## src/include/digital_top_page_defines.svh

```systemverilog
`ifndef DIGITAL_TOP_PAGE_DEFINES_SVH
`define DIGITAL_TOP_PAGE_DEFINES_SVH

// Register offsets
`define OFS_TRIM_RATE      8'h64
`define OFS_WORD1_LO       8'h8d
`define OFS_WORD1_HI       8'h8e
`define OFS_WORD2_LO       8'h8f
`define OFS_WORD2_HI       8'h90
`define OFS_PATTERN_CTL    8'h91
`define OFS_SPECIAL_FIRST  8'hab
`define OFS_SPECIAL_SECOND 8'hac
`define OFS_MODE_AB        8'had
`define OFS_MODE_CD        8'hae
`define OFS_TRIM_LOAD      8'hb7

// Field positions
`define POS_CHOICE_MSB     7
`define POS_CHOICE_LSB     4
`define POS_ENABLE_MSB     3
`define POS_ENABLE_LSB     0
`define POS_MODE_MSB       3
`define POS_MODE_LSB       0
`define POS_RATE_BIT       1
`define POS_SPECIAL_BIT    0
`define POS_TRIM_GO_BIT    0

// Reset values
`define RST_BYTE           8'h00
`define RST_WORD           16'h0000

// Fixed pattern words
`define WORD_ZEROS         16'h0000
`define WORD_ONES          16'hffff
`define WORD_DESKEW        16'haaaa

// Serial frame: 16 header bits then 8 data bits
`define FRAME_HDR_BITS     5'd16
`define FRAME_ALL_BITS     5'd24

`endif

```

## src/include/digital_top_page_pkg.sv

```systemverilog
package digital_top_page_pkg;

  // Pattern choice codes
  typedef enum logic [3:0] {
    pat_normal  = 4'h0,
    pat_zeros   = 4'h1,
    pat_ones    = 4'h2,
    pat_toggle  = 4'h3,
    pat_ramp    = 4'h4,
    pat_user1   = 4'h6,
    pat_user12  = 4'h7,
    pat_deskew  = 4'h8
  } pattern_code_t;

  // Register access request from the serial port
  typedef struct packed {
    logic       wr;
    logic       rd;
    logic [7:0] addr;
    logic [7:0] wdata;
  } reg_req_t;

  // Down-conversion selection handed to a channel pair
  typedef struct packed {
    logic [3:0] sel;
    logic       ok;
  } mode_out_t;

endpackage

```

## src/core/serial_reg_port.sv

```systemverilog
`timescale 1ns/100ps
`default_nettype none
`include "digital_top_page_defines.svh"

module serial_reg_port
  import digital_top_page_pkg::*;
(
  input  wire logic       clock,    // System clock
  input  wire logic       sys_rst,  // Synchronous reset
  input  wire logic       sclk,     // Serial clock, sampled
  input  wire logic       sen_n,    // Serial enable, active low
  input  wire logic       sdin,     // Serial data in
  output logic            sdout,    // Serial data out
  output reg_req_t        req,      // Register request, one-cycle strobes
  input  wire logic [7:0] rdata     // Read data for req.addr
);

  logic       sclk_q;
  logic [4:0] count;
  logic [15:0] shin;
  logic [7:0] shout;
  logic       is_read;

  // Edge detection of the sampled serial clock
  wire sclk_rise = sclk & ~sclk_q & ~sen_n;
  wire sclk_fall = ~sclk & sclk_q & ~sen_n;
  wire [15:0] shin_next = {shin[14:0], sdin};
  wire [4:0]  count_next = count + 5'd1;
  wire hdr_done = sclk_rise & (count_next == `FRAME_HDR_BITS);
  wire all_done = sclk_rise & (count_next == `FRAME_ALL_BITS);
  wire in_data  = count >= `FRAME_HDR_BITS;
  // Address parks in the upper byte while the data byte shifts in below
  wire [15:0] shin_load = hdr_done ? {shin_next[7:0], 8'h00}
                        : in_data  ? {shin[15:8], shin_next[7:0]}
                        : shin_next;

  // Requests: read after the header, write after the data byte
  assign req.rd    = hdr_done & shin_next[15];
  assign req.wr    = all_done & ~is_read;
  assign req.addr  = hdr_done ? shin_next[7:0] : shin[15:8];
  assign req.wdata = shin_next[7:0];
  assign sdout     = shout[7];

  // Frame shifter
  always_ff @(posedge clock) begin
    sclk_q <= sclk;
    if (sys_rst || sen_n) begin
      count   <= 5'd0;
      shin    <= `RST_WORD;
      shout   <= `RST_BYTE;
      is_read <= 1'b0;
    end else begin
      if (sclk_rise) begin
        count <= count_next;
        shin  <= shin_load;
      end
      if (hdr_done) begin
        is_read <= shin_next[15];
        shout   <= req.rd ? rdata : `RST_BYTE;
      end else if (sclk_fall && count > `FRAME_HDR_BITS) begin
        shout <= {shout[6:0], 1'b0};
      end
    end
  end

endmodule
`default_nettype wire

```

## src/core/digital_top_page.sv

```systemverilog
`timescale 1ns/100ps
`default_nettype none
`include "digital_top_page_defines.svh"

module digital_top_page
  import digital_top_page_pkg::*;
#(
  parameter int CHANNELS = 4,
  parameter int WIDTH    = 16
) (
  input  wire logic                       clock,      // 125 MHz clock
  input  wire logic                       sys_rst,    // Synchronous reset
  input  wire logic                       sclk,       // Serial clock
  input  wire logic                       sen_n,      // Serial enable
  input  wire logic                       sdin,       // Serial data in
  output logic                            sdout,      // Serial data out
  input  wire logic [CHANNELS*WIDTH-1:0]  chan_in,    // Normal data A..D
  output logic [CHANNELS*WIDTH-1:0]       chan_out,   // Output data A..D
  output mode_out_t                       mode_ab,    // Pair AB mode
  output mode_out_t                       mode_cd,    // Pair CD mode
  output logic                            special_ok, // Both special bits set
  output logic                            trim_start, // Trim load pulse
  output logic                            trim_rate   // 1: 500, 0: 375 MSPS
);

  ////////////////////////////////////////////////////////////////////////////
  // Registers

  reg_req_t   req;
  logic [7:0] rdata;
  logic [3:0] pattern_choice;
  logic [3:0] pattern_enable;
  logic [15:0] user_word_first;
  logic [15:0] user_word_second;
  logic       mandatory_cfg_bit_first;
  logic       mandatory_cfg_bit_second;
  logic [3:0] downconv_sel_pair_ab;
  logic [3:0] downconv_sel_pair_cd;
  logic       trim_load_go;
  logic       trim_load_go_q;
  logic       trim_rate_pick;
  logic       toggle_phase;
  logic [WIDTH-1:0] ramp;

  serial_reg_port u_port (
    .clock   (clock),
    .sys_rst (sys_rst),
    .sclk    (sclk),
    .sen_n   (sen_n),
    .sdin    (sdin),
    .sdout   (sdout),
    .req     (req),
    .rdata   (rdata)
  );

  // Address decode of writes
  wire wr_pat  = req.wr && req.addr == `OFS_PATTERN_CTL;
  wire wr_w1lo = req.wr && req.addr == `OFS_WORD1_LO;
  wire wr_w1hi = req.wr && req.addr == `OFS_WORD1_HI;
  wire wr_w2lo = req.wr && req.addr == `OFS_WORD2_LO;
  wire wr_w2hi = req.wr && req.addr == `OFS_WORD2_HI;
  wire wr_sp1  = req.wr && req.addr == `OFS_SPECIAL_FIRST;
  wire wr_sp2  = req.wr && req.addr == `OFS_SPECIAL_SECOND;
  wire wr_ab   = req.wr && req.addr == `OFS_MODE_AB;
  wire wr_cd   = req.wr && req.addr == `OFS_MODE_CD;
  wire wr_trim = req.wr && req.addr == `OFS_TRIM_LOAD;
  wire wr_rate = req.wr && req.addr == `OFS_TRIM_RATE;

  // Register storage; only defined bits are kept
  always_ff @(posedge clock) begin
    if (sys_rst) begin
      pattern_choice           <= 4'h0;
      pattern_enable           <= 4'h0;
      user_word_first          <= `RST_WORD;
      user_word_second         <= `RST_WORD;
      mandatory_cfg_bit_first  <= 1'b0;
      mandatory_cfg_bit_second <= 1'b0;
      downconv_sel_pair_ab     <= 4'h0;
      downconv_sel_pair_cd     <= 4'h0;
      trim_load_go             <= 1'b0;
      trim_rate_pick           <= 1'b0;
    end else begin
      if (wr_pat) begin
        pattern_choice <= req.wdata[`POS_CHOICE_MSB:`POS_CHOICE_LSB];
        pattern_enable <= req.wdata[`POS_ENABLE_MSB:`POS_ENABLE_LSB];
      end
      if (wr_w1lo) user_word_first[7:0]   <= req.wdata;
      if (wr_w1hi) user_word_first[15:8]  <= req.wdata;
      if (wr_w2lo) user_word_second[7:0]  <= req.wdata;
      if (wr_w2hi) user_word_second[15:8] <= req.wdata;
      if (wr_sp1) mandatory_cfg_bit_first <= req.wdata[`POS_SPECIAL_BIT];
      if (wr_sp2) mandatory_cfg_bit_second <= req.wdata[`POS_SPECIAL_BIT];
      if (wr_ab) downconv_sel_pair_ab <= req.wdata[3:0];
      if (wr_cd) downconv_sel_pair_cd <= req.wdata[3:0];
      if (wr_trim) trim_load_go <= req.wdata[`POS_TRIM_GO_BIT];
      if (wr_rate) trim_rate_pick <= req.wdata[`POS_RATE_BIT];
    end
  end

  // Read mux; unused bits and unmapped offsets read zero
  always_comb begin
    unique case (req.addr)
      `OFS_PATTERN_CTL:    rdata = {pattern_choice, pattern_enable};
      `OFS_WORD1_LO:       rdata = user_word_first[7:0];
      `OFS_WORD1_HI:       rdata = user_word_first[15:8];
      `OFS_WORD2_LO:       rdata = user_word_second[7:0];
      `OFS_WORD2_HI:       rdata = user_word_second[15:8];
      `OFS_SPECIAL_FIRST:  rdata = {7'h00, mandatory_cfg_bit_first};
      `OFS_SPECIAL_SECOND: rdata = {7'h00, mandatory_cfg_bit_second};
      `OFS_MODE_AB:        rdata = {4'h0, downconv_sel_pair_ab};
      `OFS_MODE_CD:        rdata = {4'h0, downconv_sel_pair_cd};
      `OFS_TRIM_LOAD:      rdata = {7'h00, trim_load_go};
      `OFS_TRIM_RATE:      rdata = {6'h00, trim_rate_pick, 1'b0};
      default:             rdata = `RST_BYTE;
    endcase
  end

  ////////////////////////////////////////////////////////////////////////////
  // Mode outputs and trim load

  function automatic logic mode_listed(input logic [3:0] m);
    mode_listed = (m <= 4'h4) || (m == 4'h6) || (m == 4'h7) || (m == 4'h8);
  endfunction

  // Mode fields steer the pairs; unlisted codes are flagged
  assign mode_ab.sel = downconv_sel_pair_ab;
  assign mode_ab.ok  = mode_listed(downconv_sel_pair_ab);
  assign mode_cd.sel = downconv_sel_pair_cd;
  assign mode_cd.ok  = mode_listed(downconv_sel_pair_cd);
  assign special_ok  = mandatory_cfg_bit_first & mandatory_cfg_bit_second;
  assign trim_rate   = trim_rate_pick;

  // Trim load starts on the rising transition of the level
  always_ff @(posedge clock) begin
    if (sys_rst) begin
      trim_load_go_q <= 1'b0;
      trim_start     <= 1'b0;
    end else begin
      trim_load_go_q <= trim_load_go;
      trim_start     <= trim_load_go & ~trim_load_go_q;
    end
  end

  ////////////////////////////////////////////////////////////////////////////
  // Pattern generator

  // Toggle phase and ramp run freely while any pattern may be shown
  always_ff @(posedge clock) begin
    if (sys_rst) begin
      toggle_phase <= 1'b0;
      ramp         <= '0;
    end else begin
      toggle_phase <= ~toggle_phase;
      ramp         <= ramp + 1'b1;
    end
  end

  logic [WIDTH-1:0] pattern_word;
  logic             pattern_known;

  // Pattern word selection from the choice field
  always_comb begin
    pattern_known = 1'b1;
    unique case (pattern_choice)
      pat_zeros:  pattern_word = `WORD_ZEROS;
      pat_ones:   pattern_word = `WORD_ONES;
      pat_toggle: pattern_word = toggle_phase ? `WORD_ONES : `WORD_ZEROS;
      pat_ramp:   pattern_word = ramp;
      pat_user1:  pattern_word = user_word_first;
      pat_user12: pattern_word = toggle_phase ? user_word_second
                                              : user_word_first;
      pat_deskew: pattern_word = `WORD_DESKEW;
      default: begin
        pattern_word  = `WORD_ZEROS;
        pattern_known = 1'b0;
      end
    endcase
  end

  // Per-channel output selection
  for (genvar c = 0; c < CHANNELS; c++) begin : g_chan
    wire use_pat = pattern_enable[c] & pattern_known;
    always_ff @(posedge clock) begin
      if (sys_rst) begin
        chan_out[c*WIDTH +: WIDTH] <= '0;
      end else begin
        chan_out[c*WIDTH +: WIDTH] <= use_pat ? pattern_word
                                              : chan_in[c*WIDTH +: WIDTH];
      end
    end
  end

  ////////////////////////////////////////////////////////////////////////////
  // Assertions

  wire [WIDTH-1:0] out_a = chan_out[WIDTH-1:0];
  wire [WIDTH-1:0] in_a  = chan_in[WIDTH-1:0];
  wire             pat_a = pattern_enable[0];
endmodule
`default_nettype wire

```

## config.mk

```make
export PLATFORM = sky130hd
export DESIGN_NAME = digital_top_page
export DESIGN_NICKNAME = d
export VERILOG_FILES = /design/src/include/digital_top_page_pkg.sv /design/src/core/serial_reg_port.sv /design/src/core/digital_top_page.sv
export VERILOG_INCLUDE_DIRS = /design/src /design/src/include
export SDC_FILE = /design/constraint.sdc
export NUM_CORES = 1
export LEC_CHECK = 0
export BUFFER_PORTS_ARGS = -buffer_cell sky130_fd_sc_hd__clkbuf_2
export CAP_MARGIN = 5
export CORE_ASPECT_RATIO = 1.75
export CORE_MARGIN = 1
export CORE_UTILIZATION = 50
export DETAILED_ROUTE_END_ITERATION = 8
export HOLD_SLACK_MARGIN = 0.06
export PLACE_DENSITY = 0.78
export SYNTH_ARGS = -nofsm -noshare
export SYNTH_HDL_FRONTEND = slang
export SYNTH_HIERARCHICAL = 1
export SYNTH_SLANG_ARGS = --single-unit
export TNS_END_PERCENT = 10
```

## constraint.sdc

```tcl
create_clock -name clock -period 4.2 [get_ports clock]
set_input_delay 0.21 -clock clock [delete_from_list [all_inputs] [get_ports clock]]
set_output_delay 0.21 -clock clock [all_outputs]
set_load 0.03 [all_outputs]
```

==> Yosys cells after proc, flatten, opt, wreduce, memory -nomap -nowiden <==
Cells that the tools add are included.
{ "op_classes": {"mux": 15, "n_bitwise": 20, "reduce_logical": 22, "n_lt_le_gt_ge": 4, "addsub": 2, "eq_ne": 27} }
{ "op_table": {"columns": ["cell", "count"], "rows": [
  ["16-bit 2-to-1 mux", 8],
  ["16-bit one-hot mux with 6 select lines", 1],
  ["8-bit one-hot mux with 11 select lines", 1],
  ["8-bit equality test, second input constant", 10],
  ["8-bit 2-to-1 mux", 4],
  ["4-bit by 3-bit equality test with 1-bit output, second input constant", 7],
  ["16-bit by 1-bit adder with 16-bit output, second input constant", 1],
  ["1-bit AND", 14],
  ["4-bit equality test, second input constant", 3],
  ["1-bit logical AND", 12],
  ["5-bit equality test, second input constant", 2],
  ["4-bit by 2-bit equality test with 1-bit output, second input constant", 2],
  ["8-bit by 7-bit equality test with 1-bit output, second input constant", 1],
  ["4-bit by 3-bit less-or-equal comparator with 1-bit output, second input constant", 2],
  ["1-bit logical OR", 7],
  ["7-bit OR reduction", 1],
  ["1-bit NOT", 6],
  ["5-bit by 1-bit adder with 5-bit output, second input constant", 1],
  ["5-bit greater-or-equal comparator, second input constant", 1],
  ["5-bit greater-than comparator, second input constant", 1],
  ["4-bit by 1-bit equality test with 1-bit output, second input constant", 1],
  ["2-bit by 1-bit != test with 1-bit output, second input constant", 1],
  ["2-bit AND reduction", 1],
  ["2-bit nonzero test", 1],
  ["1-bit 2-to-1 mux", 1]
]} }
{ "totals": {"output_inout_bits": 78, "input_bits": 69, "reg_bits": 166} }

==> Logic depth before layout (Yosys ltp) <==
{ "logic_depth": {"depth_word": 9, "depth_mapped": 15} }

==> Hierarchy <==
The synthesis kept the hierarchy.
{ "modules_own_cells": {"columns": ["mod", "area_per_inst_um2", "cells_per_inst", "n_inst"], "rows": [
  ["digital_top_page", 6751.5, 727, 1],
  ["serial_reg_port", 1680.4, 181, 1]
]} }

==> Worst setup path after synthesis <==
Ideal clock, no wire load.
{ "synth_path": {"kind": "register to register", "startpoint": "reg u_port.count[0]", "endpoint": "reg u_port.shout[1]", "path_stages_with_launch": 16, "period_less_slack_ns": 3.201, "t_required_ns": 4.077, "setup_ns": 0.123, "slack_ns": 0.999, "t_arrival_ns": 3.078, "cell_sequence": "dfxtp_1 -> ha_1 -> or2_0 -> a21o_1 -> or3_1 -> buf_6 -> buf_6 -> mux2_4 -> nand4bb_1 -> clkbuf_1 -> or2_2 -> buf_2 -> o22ai_1 -> a311o_1 -> nand2_1 -> mux2i_1"} }
{ "synth_rtl": {"columns": ["element", "line", "rtl"], "rows": [
  ["from (decl)", "serial_reg_port.sv:19", "logic [4:0] count;"],
  ["from (signal assigned)", "serial_reg_port.sv:54", "count <= count_next;"],
  ["to (signal assigned)", "serial_reg_port.sv:50", "shout <= `RST_BYTE;"],
  ["to (signal assigned)", "serial_reg_port.sv:59", "shout <= req.rd ? rdata : `RST_BYTE;"],
  ["to (signal assigned)", "serial_reg_port.sv:61", "shout <= {shout[6:0], 1'b0};"],
  ["to (decl)", "serial_reg_port.sv:21", "logic [7:0] shout;"]
]} }

==> flow_summary.ini <==
[routing]
routed-via-count = 7815
first_pass_iters = 6
drc = 0
via_per_inst = 6.03
drt_iter0_markers = 526
wl_per_cell_um = 19.4
drt_wl_total_mm = 25.1
ant_nets = 0

[cells_and_area]
area_growth_syn_to_layout_pct = 21.7
final_common_cell = dfxtp_1
diodes = 0
drive_above_1_share_pct = 23.7
finalNetCount = 1131
layout_common_cells = dfxtp_1 (166), clkbuf_2 (145), mux2i_1 (79)

[clock_network]
clk_pin_slew_ns = 0.07
clk_latency_ns = 0.43
clockBufferDepth = 2
post-cts-setup-buffer-count = 0
cts_inserted_buffers = 17
cts_root_buf = clkbuf_16
cts_tree = built
htree_levels = 4
clock_sinks = 166
cts_resized = 0

[power]
combPwrFrac_pct = 9.9
p_seq_share_pct = 45.9
switching_share_pct = 26.8
ir_worst_vdd_uv = 245
intPower_w = 0.00263
power_leakage_nw = 3.88
power_w = 0.00359
power_density_nw_per_um2 = 350
p_sw_w = 0.000961
clkPwrFrac_pct = 44.3

[sta]
fin_ws_ns = 0.502
rsz0062_at_grt = no
fin_skew_ns = 0.00840
fmax_mhz = 270
worst_pin_slew_ns = 1.27
period_needed_ns = 3.70
final_max_slew_viol_count = 0
slew_headroom_pct = 15.1
setup_tns_ns = 0
finalHoldViolations = 0
fin_crit_sh_pct = 88.1
setup_viol = 0

[hold_path]
worstHoldPathType = input port to register
min_from = chan_in[52]
min_to = chan_out[52]
min_path_cells = 3

[worst_setup_path]
endpoint_kind = register
worstReg2RegEnd = user_word_second[0]
arrival_ns = 3.97
crit_fanout = 17
r2r-start = u_port/count[0]
required_ns = 4.48
rrSetupSlack_ns = 0.50
reg2reg_depth = 9
path_class = register to register
cp-start-kind = register

[synth]
yosysWarnings = 6
synthCells = 907
syn_area_um2 = 8430
syn_nets = 980
avgSynthCellArea_um2 = 9.29

[floorplanning]
initial_utilization_pct = 51.2
die_h_um = 174
core_area_um2 = 16400
dieArea_um2 = 17400
fp.dieW_um = 100
row_count = 62
ios = 147

[place]
port_buffers = 146
dp_hpwl_mm = 17.3
gp_congestion = 0.949
place_ws_ns = 0.530

[grt]
grt_overflow = 0
grt_usage_pct = 29.0
antenna_found_initial = 0
grt_pass1_vias = 7682
grt_max_degree = 92
grt_pass1_wl_mm = 39.5

[outcome]
status = complete, no violations

[flow_run]
drv_cap = 0
[final cells by class]
| type | instances | area, um2 |
|---|---|---|
| Clock buffer | 18 | 439 |
| Clock inverter | 14 | 158 |
| Fill cell | 1413 | 6180 |
| Inverter | 48 | 180 |
| Multi-Input combinational cell | 613 | 4530 |
| Sequential cell | 166 | 3320 |
| Tap cell | 224 | 280 |
| Timing Repair Buffer | 212 | 1350 |
[state kept, by name (all words and copies together) (netlist names), 5 cells and up]
name              count
ramp                 16
out_a                16
user_word_second     16
u_port/shin          16
user_word_first      16
u_port/shout          8
u_port/count          5
chan_out             48
[how the worst max path moves through the flow]
stage / start / endpoint / cells past startpoint
floorplan: u_port/count[0] / u_port/shout[1] / 15
CTS: u_port/count[0] / u_port/shout[2] / 11
global placement: u_port/count[0] / u_port/shout[2] / 11
global route: u_port/count[0] / user_word_first[8] / 9
detailed placement: u_port/count[0] / u_port/shout[2] / 11
finish: u_port/count[0] / user_word_second[0] / 9
[through the flow]
| stage | instance area, um2 | hold slack (ns) | cells | utilization [%] |
|---|---|---|---|---|
| 6_report | 10300 | 0.0655 | 1295 | 62.4 |
| 2_1_floorplan | 8430 | 0.238 | 907 | - |
| 3_5_place_dp | 9170 | 0.374 | 1214 | 55.8 |
| 5_1_grt | 10300 | 0.0625 | 1295 | 62.4 |
| 4_1_cts | 10300 | 0.0615 | 1294 | 62.3 |
| 3_3_place_gp | 9170 | 0.374 | 1214 | 55.8 |
[power by group through the flow]
stage	registers (W)	clock network (W)	logic, W
2_1_floorplan	0.00176	0	0.000129
3_3_place_gp	0.00168	0	0.000308
3_5_place_dp	0.00168	0	0.000313
4_1_cts	0.00164	0.00161	0.000349
5_1_grt	0.00165	0.00168	0.000379
6_report	0.00165	0.00159	0.000354
[critical path, cell delays in order (launching register included)]
cell and delay [ns]:
dfxtp_1 0.35, ha_1 0.26, or2_0 0.24, a21o_1 0.19, or3_1 0.67, mux2_2 0.42, nand4bb_1 0.46, nor3_4 0.59
mux2i_1 0.28, nor2_1 0.07
[per-layer routing]
| layer | global-route usage (%) | wire [um] | up-vias |
|---|---|---|---|
| li1 | - | - | 3658 |
| met1 | 28.9 | 8930 | 3727 |
| met2 | 52.1 | 13200 | 310 |
| met3 | 5.20 | 1160 | 120 |
| met4 | 21.7 | 1830 | 0 |
| met5 | 0 | 0 | - |
[what timing repair did]
| item | in CTS | in global routing |
|---|---|---|
| endpoints found under the setup margin | 0 | 0 |
| endpoints found under the hold margin | 48 | 1 |
| hold buffers | 48 | 1 |
No activity file was read; power rests on OpenSTA's default activity.
